**config.mk**
```make
export PLATFORM = sky130hd
export DESIGN_NAME = power_comm_sequencer
export DESIGN_NICKNAME = d
export VERILOG_FILES = /design/src/hdl/powercomm_pkg.sv /design/src/hdl/power_comm_sequencer.sv
export SDC_FILE = /design/constraint.sdc
export NUM_CORES = 1
export LEC_CHECK = 0
export ABC_AREA = 1
export BUFFER_PORTS_ARGS = -buffer_cell sky130_fd_sc_hd__buf_4
export CELL_PAD_IN_SITES_DETAIL_PLACEMENT = 2
export CELL_PAD_IN_SITES_GLOBAL_PLACEMENT = 2
export CORE_ASPECT_RATIO = 0.75
export CORE_MARGIN = 2
export CORE_UTILIZATION = 30
export DETAILED_ROUTE_END_ITERATION = 8
export GPL_ROUTABILITY_DRIVEN = 0
export PLACE_DENSITY = 0.81
export SYNTH_ARGS = -nofsm -noshare
export SYNTH_HDL_FRONTEND = slang
export SYNTH_SLANG_ARGS = --single-unit
```
**constraint.sdc**
```tcl
create_clock -name sys_clk -period 5.33 [get_ports sys_clk]
set_clock_uncertainty 0.15 [all_clocks]
set_input_delay 0.533 -clock sys_clk [delete_from_list [all_inputs] [get_ports sys_clk]]
set_output_delay 0.533 -clock sys_clk [all_outputs]
set_load 0.02 [all_outputs]
```
**src/hdl/powercomm_pkg.sv**
```systemverilog
// constants and types shared by the power receiver communication sequencer
// Function
// send receiver data by switching coil capacitors at 2 kbps
// recover transmitter data from power signal frequency shifts, use it for handshake
// packet order: preamble, header, message, checksum
// outgoing bits use bi-phase differential encoding from a 2 kHz bit clock
// one: two narrow transitions per bit; zero: one wide transition per bit
// each packet byte travels as an 11-bit asynchronous character
// character: start zero, eight data bits lsb first, odd parity, stop one
// phases: selection, ping, id and config, negotiation, calibration, power transfer
// leave selection only once rectified supply is above undervoltage lockout
// first packet in ping is signal strength, keeping transmitter power on
// after signal strength, go to identification and configuration packets
// end-of-power sent in ping keeps the sequencer in ping
// negotiation: send request, transmitter accepts or rejects
// calibration reports received power to the transmitter
// power transfer sends control error, rectified power; ends with end power packet
// re-negotiation may start during power transfer and may end early unchanged
// on load end disable regulator, repeat end-of-power until power stops or lockout
// status pins optionally show charge complete and charge fault
// four modulation switch outputs follow the modulation signal
// control error asks higher frequency above target, lower below
package powercomm_pkg;
    localparam int CLK_PERIOD_NS = 100;
    localparam int BIT_PERIOD_NS = 500000;
    localparam int BIT_CYCLES_DEF = BIT_PERIOD_NS / CLK_PERIOD_NS;
    localparam int NEG_WAIT_NS = 20000000;
    localparam int NEG_WAIT_CYCLES_DEF = NEG_WAIT_NS / CLK_PERIOD_NS;
    localparam int POWER_LOSS_NS = 1000000;
    localparam int POWER_LOSS_CYCLES_DEF = POWER_LOSS_NS / CLK_PERIOD_NS;
    localparam int PREAMBLE_BITS_DEF = 11;
    localparam int FSK_HOLD_DEF = 8;
    localparam logic [15:0] FSK_DELTA_DEF = 16'h0004;
    localparam int CHAR_BITS = 11;
    localparam int PKT_BYTES = 3;

    localparam logic [7:0] HDR_SIG_STRENGTH = 8'h01;
    localparam logic [7:0] HDR_END_POWER = 8'h02;
    localparam logic [7:0] HDR_CTRL_ERROR = 8'h03;
    localparam logic [7:0] HDR_RECT_POWER = 8'h04;
    localparam logic [7:0] HDR_RX_POWER = 8'h31;
    localparam logic [7:0] HDR_CONFIG = 8'h51;
    localparam logic [7:0] HDR_NEG_REQ = 8'h20;
    localparam logic [7:0] HDR_IDENT = 8'h71;
    localparam logic [7:0] EPT_CHARGE_DONE = 8'h01;

    typedef enum logic [7:0] {
        PH_SELECTION = 8'h01,
        PH_PING = 8'h02,
        PH_ID_CFG = 8'h04,
        PH_NEGOTIATE = 8'h08,
        PH_CALIBRATE = 8'h10,
        PH_POWER_XFER = 8'h20,
        PH_RENEGOTIATE = 8'h40,
        PH_END_POWER = 8'h80
    } phase_type;
endpackage

```
**src/hdl/power_comm_sequencer.sv**
```systemverilog
// receiver phase sequencer with load-modulation packet sender and fsk demodulator
`timescale 1ns/1ps
module power_comm_sequencer #(
    parameter int BIT_CYCLES = powercomm_pkg::BIT_CYCLES_DEF,
    parameter int NEG_WAIT_CYCLES = powercomm_pkg::NEG_WAIT_CYCLES_DEF,
    parameter int POWER_LOSS_CYCLES = powercomm_pkg::POWER_LOSS_CYCLES_DEF,
    parameter int PREAMBLE_BITS = powercomm_pkg::PREAMBLE_BITS_DEF,
    parameter int FSK_HOLD = powercomm_pkg::FSK_HOLD_DEF,
    parameter logic [15:0] FSK_DELTA = powercomm_pkg::FSK_DELTA_DEF,
    parameter logic [7:0] IDENT_BYTE = 8'h5a,
    parameter logic [7:0] CONFIG_BYTE = 8'h0a
) (
    input wire logic sys_clk,
    input wire logic rst,
    input wire logic uvlo_ok_pin,
    input wire logic fsk_sense_pin,
    input wire logic load_request,
    input wire logic reneg_request,
    input wire logic reneg_abort,
    input wire logic [11:0] vrect_sample,
    input wire logic [11:0] vrect_target,
    input wire logic [7:0] signal_strength,
    input wire logic [7:0] rect_power,
    input wire logic [7:0] rx_power,
    input wire logic charge_done,
    input wire logic charge_fault,
    input wire logic [2:0] status_enable,
    output logic mod_switch_a0,
    output logic mod_switch_a1,
    output logic mod_switch_b0,
    output logic mod_switch_b1,
    output logic ldo_enable,
    output logic neg_accepted,
    output powercomm_pkg::phase_type phase,
    output logic [2:0] status_indicator_pins
);
    import powercomm_pkg::*;

    localparam int HALF_CYCLES = BIT_CYCLES / 2;

    if (BIT_CYCLES < 4 || BIT_CYCLES % 2 != 0 || BIT_CYCLES > 65536 || PREAMBLE_BITS < 1 ||
        PREAMBLE_BITS > 32 || NEG_WAIT_CYCLES < 1 || NEG_WAIT_CYCLES > 16777215 ||
        POWER_LOSS_CYCLES < 2 || POWER_LOSS_CYCLES > 65535 || FSK_HOLD < 1 ||
        FSK_HOLD > 255) begin : g_bad_param
        $error("parameter outside what the counters serve");
    end

    // start zero, data lsb first, odd parity, stop one; shifted out from bit 0
    function automatic logic [10:0] frame_char(input logic [7:0] data);
        frame_char = {1'b1, ~(^data), data, 1'b0};
    endfunction

    // clipped signed error; negative (above target) asks higher frequency
    function automatic logic [7:0] ctrl_error(input logic [11:0] target, input logic [11:0] meas);
        logic signed [12:0] diff;
        diff = $signed({1'b0, target}) - $signed({1'b0, meas});
        ctrl_error = (diff > 13'sd127) ? 8'h7f : (diff < -13'sd128) ? 8'h80 : diff[7:0];
    endfunction

    ////////////////////////////////////////////////////////////////////////////
    // pin synchronisers
    logic uvlo_meta_r, uvlo_ok_r;
    logic fsk_meta_r, fsk_sync_r, fsk_prev_r;
    always_ff @(posedge sys_clk or posedge rst) begin
        if (rst) begin
            {uvlo_meta_r, uvlo_ok_r, fsk_meta_r, fsk_sync_r, fsk_prev_r} <= 5'h00;
        end else begin
            {uvlo_ok_r, uvlo_meta_r} <= {uvlo_meta_r, uvlo_ok_pin};
            {fsk_prev_r, fsk_sync_r, fsk_meta_r} <= {fsk_sync_r, fsk_meta_r, fsk_sense_pin};
        end
    end
    wire fsk_rise = fsk_sync_r & ~fsk_prev_r;

    ////////////////////////////////////////////////////////////////////////////
    // fsk demodulation: period of the power signal against a captured base period
    logic [15:0] period_cnt_r, base_period_r;
    logic base_valid_r, power_present_r, fsk_ack_r;
    logic [7:0] hold_cnt_r;
    phase_type state_r;
    wire [15:0] period_diff = (period_cnt_r > base_period_r) ?
        period_cnt_r - base_period_r : base_period_r - period_cnt_r;
    always_ff @(posedge sys_clk or posedge rst) begin
        if (rst) begin
            period_cnt_r <= 16'h0000;
            base_period_r <= 16'h0000;
            {base_valid_r, power_present_r, fsk_ack_r} <= 3'h0;
            hold_cnt_r <= 8'h00;
        end else if (fsk_rise) begin
            period_cnt_r <= 16'h0001;
            power_present_r <= 1'b1;
            if (state_r == PH_SELECTION || !base_valid_r) begin
                // base taken before any shift is expected
                base_period_r <= period_cnt_r;
                base_valid_r <= power_present_r;
                hold_cnt_r <= 8'h00;
                fsk_ack_r <= 1'b0;
            end else if (period_diff > FSK_DELTA) begin
                if (hold_cnt_r == 8'(FSK_HOLD - 1)) begin
                    fsk_ack_r <= 1'b1;
                end else begin
                    hold_cnt_r <= hold_cnt_r + 8'h01;
                end
            end else begin
                hold_cnt_r <= 8'h00;
                fsk_ack_r <= 1'b0;
            end
        end else if (period_cnt_r == 16'(POWER_LOSS_CYCLES - 1)) begin
            // no edges for too long: transmitter has removed power
            power_present_r <= 1'b0;
            base_valid_r <= 1'b0;
            fsk_ack_r <= 1'b0;
            hold_cnt_r <= 8'h00;
        end else begin
            period_cnt_r <= period_cnt_r + 16'h0001;
        end
    end

    ////////////////////////////////////////////////////////////////////////////
    // packet sender: preamble ones, then header, message, checksum characters
    logic tx_go_r, tx_busy_r, tx_done_r, half_r, in_pre_r, mod_r;
    logic [7:0] tx_hdr_r, tx_msg_r;
    logic [7:0] pkt_bytes_r [PKT_BYTES];
    logic [15:0] half_cnt_r;
    logic [4:0] pre_cnt_r;
    logic [10:0] frm_r;
    logic [3:0] bit_idx_r;
    logic [1:0] byte_idx_r;
    wire half_tick = tx_busy_r && half_cnt_r == 16'(HALF_CYCLES - 1);
    wire cur_bit = in_pre_r | frm_r[0];
    always_ff @(posedge sys_clk or posedge rst) begin
        if (rst) begin
            {tx_busy_r, tx_done_r, half_r, in_pre_r, mod_r} <= 5'h00;
            half_cnt_r <= 16'h0000;
            pre_cnt_r <= 5'h00;
            frm_r <= 11'h000;
            bit_idx_r <= 4'h0;
            byte_idx_r <= 2'h0;
            for (int i = 0; i < PKT_BYTES; i++) begin
                pkt_bytes_r[i] <= 8'h00;
            end
        end else begin
            tx_done_r <= 1'b0;
            if (!uvlo_ok_r) begin
                tx_busy_r <= 1'b0;
                mod_r <= 1'b0;
            end else if (tx_go_r && !tx_busy_r) begin
                pkt_bytes_r[0] <= tx_hdr_r;
                pkt_bytes_r[1] <= tx_msg_r;
                pkt_bytes_r[2] <= tx_hdr_r ^ tx_msg_r;
                tx_busy_r <= 1'b1;
                half_cnt_r <= 16'h0000;
                half_r <= 1'b0;
                in_pre_r <= 1'b1;
                pre_cnt_r <= 5'h00;
                mod_r <= ~mod_r;
            end else if (tx_busy_r) begin
                half_cnt_r <= half_tick ? 16'h0000 : half_cnt_r + 16'h0001;
                if (half_tick && !half_r) begin
                    half_r <= 1'b1;
                    // mid-bit transition only for a one
                    if (cur_bit) begin
                        mod_r <= ~mod_r;
                    end
                end else if (half_tick) begin
                    half_r <= 1'b0;
                    mod_r <= ~mod_r;
                    if (in_pre_r) begin
                        if (pre_cnt_r == 5'(PREAMBLE_BITS - 1)) begin
                            in_pre_r <= 1'b0;
                            frm_r <= frame_char(pkt_bytes_r[0]);
                            bit_idx_r <= 4'h0;
                            byte_idx_r <= 2'h0;
                        end else begin
                            pre_cnt_r <= pre_cnt_r + 5'h01;
                        end
                    end else if (bit_idx_r != 4'(CHAR_BITS - 1)) begin
                        frm_r <= {1'b0, frm_r[10:1]};
                        bit_idx_r <= bit_idx_r + 4'h1;
                    end else if (byte_idx_r != 2'(PKT_BYTES - 1)) begin
                        frm_r <= frame_char(pkt_bytes_r[byte_idx_r + 2'h1]);
                        bit_idx_r <= 4'h0;
                        byte_idx_r <= byte_idx_r + 2'h1;
                    end else begin
                        // packet over: switches released
                        tx_busy_r <= 1'b0;
                        tx_done_r <= 1'b1;
                        mod_r <= 1'b0;
                    end
                end
            end
        end
    end

    always_ff @(posedge sys_clk or posedge rst) begin
        if (rst) begin
            {mod_switch_a0, mod_switch_a1, mod_switch_b0, mod_switch_b1} <= 4'h0;
        end else begin
            {mod_switch_a0, mod_switch_a1, mod_switch_b0, mod_switch_b1} <= {4{mod_r}};
        end
    end

    ////////////////////////////////////////////////////////////////////////////
    // phase sequencer
    logic sent_r, sub_r, wait_r;
    logic [23:0] wait_cnt_r;
    always_ff @(posedge sys_clk or posedge rst) begin
        if (rst) begin
            state_r <= PH_SELECTION;
            {sent_r, sub_r, wait_r, tx_go_r} <= 4'h0;
            wait_cnt_r <= 24'h000000;
            tx_hdr_r <= 8'h00;
            tx_msg_r <= 8'h00;
            neg_accepted <= 1'b0;
        end else begin
            tx_go_r <= 1'b0;
            if (!uvlo_ok_r) begin
                state_r <= PH_SELECTION;
                sent_r <= 1'b0;
                sub_r <= 1'b0;
                wait_r <= 1'b0;
            end else begin
                if (tx_done_r) begin
                    sent_r <= 1'b0;
                end
                case (state_r)
                    PH_SELECTION: begin
                        state_r <= PH_PING;
                    end
                    PH_PING: begin
                        if (!sent_r) begin
                            sent_r <= 1'b1;
                            tx_go_r <= 1'b1;
                            tx_hdr_r <= load_request ? HDR_SIG_STRENGTH : HDR_END_POWER;
                            tx_msg_r <= load_request ? signal_strength : EPT_CHARGE_DONE;
                        end else if (tx_done_r && tx_hdr_r == HDR_SIG_STRENGTH) begin
                            state_r <= PH_ID_CFG;
                        end
                        // an end-of-power packet leaves the phase unchanged R12
                    end
                    PH_ID_CFG: begin
                        if (!sent_r) begin
                            sent_r <= 1'b1;
                            tx_go_r <= 1'b1;
                            tx_hdr_r <= sub_r ? HDR_CONFIG : HDR_IDENT;
                            tx_msg_r <= sub_r ? CONFIG_BYTE : IDENT_BYTE;
                        end else if (tx_done_r) begin
                            sub_r <= ~sub_r;
                            if (sub_r) begin
                                state_r <= PH_NEGOTIATE;
                            end
                        end
                    end
                    PH_NEGOTIATE, PH_RENEGOTIATE: begin
                        if (state_r == PH_RENEGOTIATE && reneg_abort) begin
                            // early exit keeps the present transmit power R16
                            state_r <= PH_POWER_XFER;
                            wait_r <= 1'b0;
                        end else if (!sent_r && !wait_r) begin
                            sent_r <= 1'b1;
                            tx_go_r <= 1'b1;
                            tx_hdr_r <= HDR_NEG_REQ;
                            tx_msg_r <= CONFIG_BYTE;
                        end else if (tx_done_r) begin
                            wait_r <= 1'b1;
                            wait_cnt_r <= 24'h000000;
                        end else if (wait_r) begin
                            wait_cnt_r <= wait_cnt_r + 24'h000001;
                            // shifted frequency held: accept; silence to timeout: reject
                            if (fsk_ack_r || wait_cnt_r == 24'(NEG_WAIT_CYCLES - 1)) begin
                                neg_accepted <= fsk_ack_r;
                                wait_r <= 1'b0;
                                state_r <= (state_r == PH_NEGOTIATE) ?
                                    PH_CALIBRATE : PH_POWER_XFER;
                            end
                        end
                    end
                    PH_CALIBRATE: begin
                        if (!sent_r) begin
                            sent_r <= 1'b1;
                            tx_go_r <= 1'b1;
                            tx_hdr_r <= HDR_RX_POWER;
                            tx_msg_r <= rx_power;
                        end else if (tx_done_r) begin
                            state_r <= PH_POWER_XFER;
                        end
                    end
                    PH_POWER_XFER: begin
                        if (!sent_r && !load_request) begin
                            state_r <= PH_END_POWER;
                        end else if (!sent_r && reneg_request) begin
                            state_r <= PH_RENEGOTIATE;
                        end else if (!sent_r) begin
                            sent_r <= 1'b1;
                            tx_go_r <= 1'b1;
                            tx_hdr_r <= sub_r ? HDR_RECT_POWER : HDR_CTRL_ERROR;
                            tx_msg_r <= sub_r ? rect_power :
                                ctrl_error(vrect_target, vrect_sample);
                        end else if (tx_done_r) begin
                            sub_r <= ~sub_r;
                        end
                    end
                    PH_END_POWER: begin
                        // finish the packet in flight, or ping would miss its start
                        if (!power_present_r && !sent_r) begin
                            state_r <= PH_SELECTION;
                            sent_r <= 1'b0;
                            sub_r <= 1'b0;
                        end else if (!sent_r) begin
                            sent_r <= 1'b1;
                            tx_go_r <= 1'b1;
                            tx_hdr_r <= HDR_END_POWER;
                            tx_msg_r <= EPT_CHARGE_DONE;
                        end
                    end
                    default: begin
                        state_r <= PH_SELECTION;
                    end
                endcase
            end
        end
    end

    ////////////////////////////////////////////////////////////////////////////
    // regulator enable, phase and status pins
    always_ff @(posedge sys_clk or posedge rst) begin
        if (rst) begin
            ldo_enable <= 1'b0;
            phase <= PH_SELECTION;
            status_indicator_pins <= 3'h0;
        end else begin
            ldo_enable <= (state_r == PH_POWER_XFER || state_r == PH_RENEGOTIATE);
            phase <= state_r;
            status_indicator_pins <= status_enable &
                {ldo_enable, charge_fault, charge_done};
        end
    end
endmodule

```
; Yosys cells after proc, flatten, opt, wreduce, memory -nomap -nowiden
; Cells that the tools add are included.
[word_totals]
word_cells = 328
ff_bits = 181
[op_classes]
magnitude_cmp = 5
mux = 156
n_eq_ne = 55
n_reduce_logical = 50
add_sub_neg = 10
bitwise_logic = 15
[op_table]
columns = op, count
row1 = 8-bit 2-to-1 mux, 47
row2 = 16-bit 2-to-1 mux, 6
row3 = 8-bit case mux with 6 select lines, 2
row4 = 1-bit 2-to-1 mux, 71
row5 = 8-bit case mux with 7 select lines, 1
row6 = 24-bit 2-to-1 mux, 2
row7 = 11-bit 2-to-1 mux, 4
row8 = 3-bit inequality test (second input constant), 11
row9 = 16-bit by 1-bit adder with 16-bit output (second input constant), 2
row10 = 4-bit inequality test (second input constant), 8
row11 = 16-bit subtractor, 2
row12 = 5-bit 2-to-1 mux, 6
row13 = 2-bit inequality test (second input constant), 15
row14 = 24-bit by 1-bit adder with 24-bit output (second input constant), 1
row15 = 24-bit by 18-bit == test with 1-bit output (second input constant), 1
row16 = 8-bit binary-select mux with 2-bit select, 1
row17 = 16-bit by 12-bit == test with 1-bit output (second input constant), 1
row18 = 16-bit by 14-bit == test with 1-bit output (second input constant), 1
row19 = 8-bit by 1-bit == test with 1-bit output (second input constant), 2
row20 = 8-bit by 3-bit == test with 1-bit output (second input constant), 2
row21 = 16-bit > comparator, 1
row22 = 16-bit by 3-bit > comparator with 1-bit output (second input constant), 1
row23 = 4-bit 2-to-1 mux, 4
row24 = 8-bit XOR reduction, 2
row25 = other kinds (48), 97

; Logic depth before layout (Yosys ltp)
[depth]
ltp_word = 10
mapped_depth = 23
mapped_depth_nobuf = 22

; Worst setup path after synthesis
; OpenSTA, ideal clock, no wires.
[synth_path]
path_type = register to register
from = register period_cnt_r[0]
to = register fsk_ack_r
stages_incl_launch_ff = 24
t_arrival_ns = 2.513
t_required_ns = 5.067
setup_slack_ns = 2.554
period_less_slack_ns = 2.776
path_cell_list = dfrtp_1 inv_1 ha_1 inv_1 fa_1 nand3_1 nand3_1 nand2_1 nand2_1 nand2_1 nand2_2 nand2_4 inv_2 buf_6 nand2_1 nand2_1 nor2_1 nand2_1 nor2_2 nand2_2 nand2_2 nand2_1 nand2_1 inv_1
[synth_via]
elab_chain_cells = 6
[synth_rtl]
columns = item, line_no
row1 = "start, declared", power_comm_sequencer.sv:76  ; logic [15:0] period_cnt_r, base_period_r;
row2 = "start signal, assigned", power_comm_sequencer.sv:114  ; period_cnt_r <= period_cnt_r + 16'h0001;
row3 = 16-bit subtractor / 16-bit > comparator (equally long branches), "power_comm_sequencer.sv:81, power_comm_sequencer.sv:80"
row4 = 16-bit 2-to-1 mux, power_comm_sequencer.sv:80  ; wire [15:0] period_diff = (period_cnt_r > base_period_r) ?
row5 = 16-bit by 3-bit > comparator with 1-bit output, power_comm_sequencer.sv:97  ; end else if (period_diff > FSK_DELTA) begin
row6 = 1-bit 2-to-1 mux, power_comm_sequencer.sv:97
row7 = 1-bit 2-to-1 mux, power_comm_sequencer.sv:91  ; if (state_r == PH_SELECTION || !base_valid_r) begin
row8 = 1-bit 2-to-1 mux, power_comm_sequencer.sv:88  ; end else if (fsk_rise) begin
row9 = "end signal, assigned", power_comm_sequencer.sv:86  ; {base_valid_r, power_present_r, fsk_ack_r} <= 3'h0;
row10 = "end signal, assigned", power_comm_sequencer.sv:96  ; fsk_ack_r <= 1'b0;
row11 = "end signal, assigned", power_comm_sequencer.sv:99  ; fsk_ack_r <= 1'b1;
row12 = "end, declared", power_comm_sequencer.sv:77  ; logic base_valid_r, power_present_r, fsk_ack_r;
; Several ways; a longest one is shown, not always the timed one.
; A chain may end at the register's enable or synchronous reset.

; Final worst setup path
; Same ends and word-level chain as after synthesis.

==> impl_metrics.toml <==
[sta]
drv_slew = 0
finalSetupViolations = 0
finalCritPeriodShare = 0.6352
fin_ws_ps = 1944
max_freq_mhz = 295.4
hold_violations = 0
worst_pin_slew_ps = 1210
setup_tns_ps = 0
timing.final.crit_period_ps = 3386
rsz0062_at_grt = "no"
max_slew_margin = 0.1912

[clock_tree]
clk_latency_ps = 460
path_clk_slew_ps = 80
cts_buffers = 17
clk_path_buf_depth = 2
cts_root_buffer = "clkbuf_16"
numClockSinks = 175
h-tree-depth = 4
cts_tree = "done"
cts_resized = 0

[synthesis]
syn_inst = 1632
synth_cell_types = 58
ys_seq_elements = 175
synth.net_count = 1747
async_reset_ff_frac = 1.000
synth_area_mm2 = 0.01162
synth_sequential_area_ratio = 0.3769
synth_ff_type = "dfrtp_1"
syn_avg_cell_area_um2 = 7.123
ys_top_cells_by_area = "dfrtp_1, nand2_1, inv_1"
synth_edf_count = 0
synth.top_cell.area_share = 0.3724
synth_top_cell_by_area = "dfrtp_1"
yosys_warnings = 0

[placement]
postPlaceCellArea_mm2 = 0.01272
io_buffers = 76
post-place-ws_ps = 1931
dpl.hpwl_um = 31290

[cells_and_area]
diodes = 0
fin_area_mm2 = 0.01332
area_growth_syn_to_layout_pct = 14.56
final_nets = 1815
drive_above_1_share = 0.09691

[global_route]
grt_pass1_wl_um = 66020
grt_max_degree = 176
overflow = 0
grt_pass1_vias = 12090
grt.total_usage = 0.2052
antenna_found_initial = 0

[die]
start_util = 0.3040
die_h_um = 174.5
die_area_mm2 = 0.04036
ios = 77
rows = 62
core-area_mm2 = 0.03824
die_x_um = 231.3

[route]
vias = 11140
route.detailed.drc = 0
routed_via_density = 5.008
wl_um = 40050
firstDrtPassIters = 4
wire_per_inst_um = 18.00
drt_iter0_drc = 481
antenna_left = 0

[pwr]
p_per_area_mw_per_mm2 = 430.4
p_leak_uw = 0.006652
vdd_drop_max_uv = 216.9

[job]
maxCapViolations = 0

[setup_path]
critPathCaptureType = "register"
path_max_fanout = 16
cp_data_arrival_time_ps = 3600
cp.required_ps = 5540
crit_path_start_kind = "register"
worst-setup-path-type = "reg -> reg"

[hold_path]
worstHoldPathType = "in -> reg"

[run_status]
status = "finished, final reports clean"
[critical path: stages (launching register included)]
cell     delay (ps)
dfrtp_1         410
inv_1           150
ha_1            160
inv_1            80
fa_1            460
nand3_1         130
nand3_1         150
nand2_1          90
nand2_1          80
nand2_1          90
nand2_2         100
nand2_4         190
inv_2           140
nand2_1          90
nand2_1          50
inv_1            60
nand3_1          70
nor2_1          140
nand2_2         150
nand2_2         150
nand2_1          70
nand2_1          70
inv_1            40
[cells in the final DEF (no fill, tap or decap), drive strengths merged, types with 3 or more instances in the layout]
| cell type | instances |
|---|---|
| nor4 | 21 |
| xor2 | 28 |
| or2 | 7 |
| nand4 | 22 |
| o22ai | 3 |
| nand2 | 458 |
| and2 | 3 |
| a2bb2oi | 3 |
| dfrtp | 173 |
| a211oi | 8 |
| o211ai | 5 |
| nand3 | 95 |
| o21ai | 102 |
| buf | 81 |
| xnor2 | 17 |
| a221oi | 8 |
| o21a | 4 |
| nor3b | 4 |
| nor2 | 124 |
| a21oi | 88 |
| o31ai | 6 |
| clkbuf | 17 |
| clkinv | 10 |
| a31oi | 11 |
| nor3 | 51 |
| a21o | 3 |
| fa | 3 |
| inv | 286 |
| a22oi | 3 |
| ha | 52 |
[routing by layer]
layer  GRT usage  vias to the layer above  share of wire
li1            -                     5370              -
met1      0.2956                     5662           0.50
met2      0.3262                       87           0.46
met3     0.03002                       24          0.023
met4     0.04059                        0         0.0099
met5           0                        -              0
[synthesized netlist by cell type (3+ instances only)]
cell type / n
nand2_1: 440
inv_1: 268
dfrtp_1: 173
nor2_1: 119
o21ai_0: 98
nand3_1: 93
a21oi_1: 88
ha_1: 52
nor3_1: 47
xor2_1: 28
nand4_1: 21
nor4_1: 18
xnor2_1: 17
nand2_2: 15
buf_2: 12
clkbuf_1: 12
a31oi_1: 11
a221oi_1: 8
inv_2: 8
a211oi_1: 7
buf_4: 7
o31ai_1: 6
clkinv_1: 5
o211ai_1: 5
or2_2: 5
nor2_2: 4
nor3b_1: 4
o21a_1: 4
o21ai_1: 4
a21o_1: 3
a22oi_1: 3
a2bb2oi_1: 3
and2_1: 3
fa_1: 3
nand2_4: 3
o22ai_1: 3
[worst paths after layout]
kind | start | endpoint | slack [ps] | depth (start not counted)
max in group asynchronous | rst | half_cnt_r[5]$_DFFE_PP0P_ | 3960 | 3
min in group asynchronous | rst | period_cnt_r[13]$_DFFE_PP0P_ | 100 | 3
min | fsk_sense_pin | fsk_meta_r$_DFF_PP0_ | 40 | 1
max | period_cnt_r[0]$_DFFE_PP0P_ | fsk_ack_r$_DFFE_PP0P_ | 1940 | 22
max reg2reg | period_cnt_r[0]$_DFFE_PP0P_ | fsk_ack_r$_DFFE_PP0P_ | 1940 | 22
min reg2reg | fsk_meta_r$_DFF_PP0_ | fsk_sync_r$_DFF_PP0_ | 200 | 0
[logic make-up after synthesis]
family / share of synthesized area
simple gates: 0.2968
buf+inv: 0.1068
compound gates: 0.1244
flops: 0.3769
fa+ha+maj: 0.06113
xor+xnor: 0.03390
[power breakdown]
part | switching (µW) | leakage (µW) | internal, µW
logic | 1810 | 0.00405 | 897
clock network | 671 | 0.000293 | 635
registers | 190 | 0.00231 | 1530
[state kept, by name, summed over array words and instances (netlist names), 6 cells and up]
| signal | cells |
|---|---|
| hold_cnt_r | 8 |
| wait_cnt_r | 24 |
| pkt_bytes_r | 20 |
| base_period_r | 16 |
| phase | 8 |
| period_cnt_r | 16 |
| state_r | 8 |
| frm_r | 11 |
| half_cnt_r | 16 |
| tx_hdr_r | 6 |
| tx_msg_r | 8 |
[area by class of cell]
cell class | count | area (µm²)
clock inverter | 15 | 166.4
timing repair buffer | 82 | 630.6
clock buffer | 17 | 425.4
multi-input combinational | 1142 | 6008
fill | 4587 | 24930
tap | 512 | 640.6
sequential | 175 | 4382
inverter | 282 | 1065
[per-stage QoR]
stage	hold slack (ps)	total power, µW	cells	util
global route	14.36	6244	2225	0.3482
global placement	184.4	4278	2192	0.3325
CTS	10.83	5781	2225	0.3482
floorplan	181.2	3671	1632	-
finish	38.88	5733	2225	0.3482
detailed placement	186.4	4422	2192	0.3325
[what timing repair did]
item                      in CTS  in global routing
hold endpoints to repair       1                  0
setup buffers                  0                  0
hold buffers                   1                  0
Power figures use the tool's default switching activity.
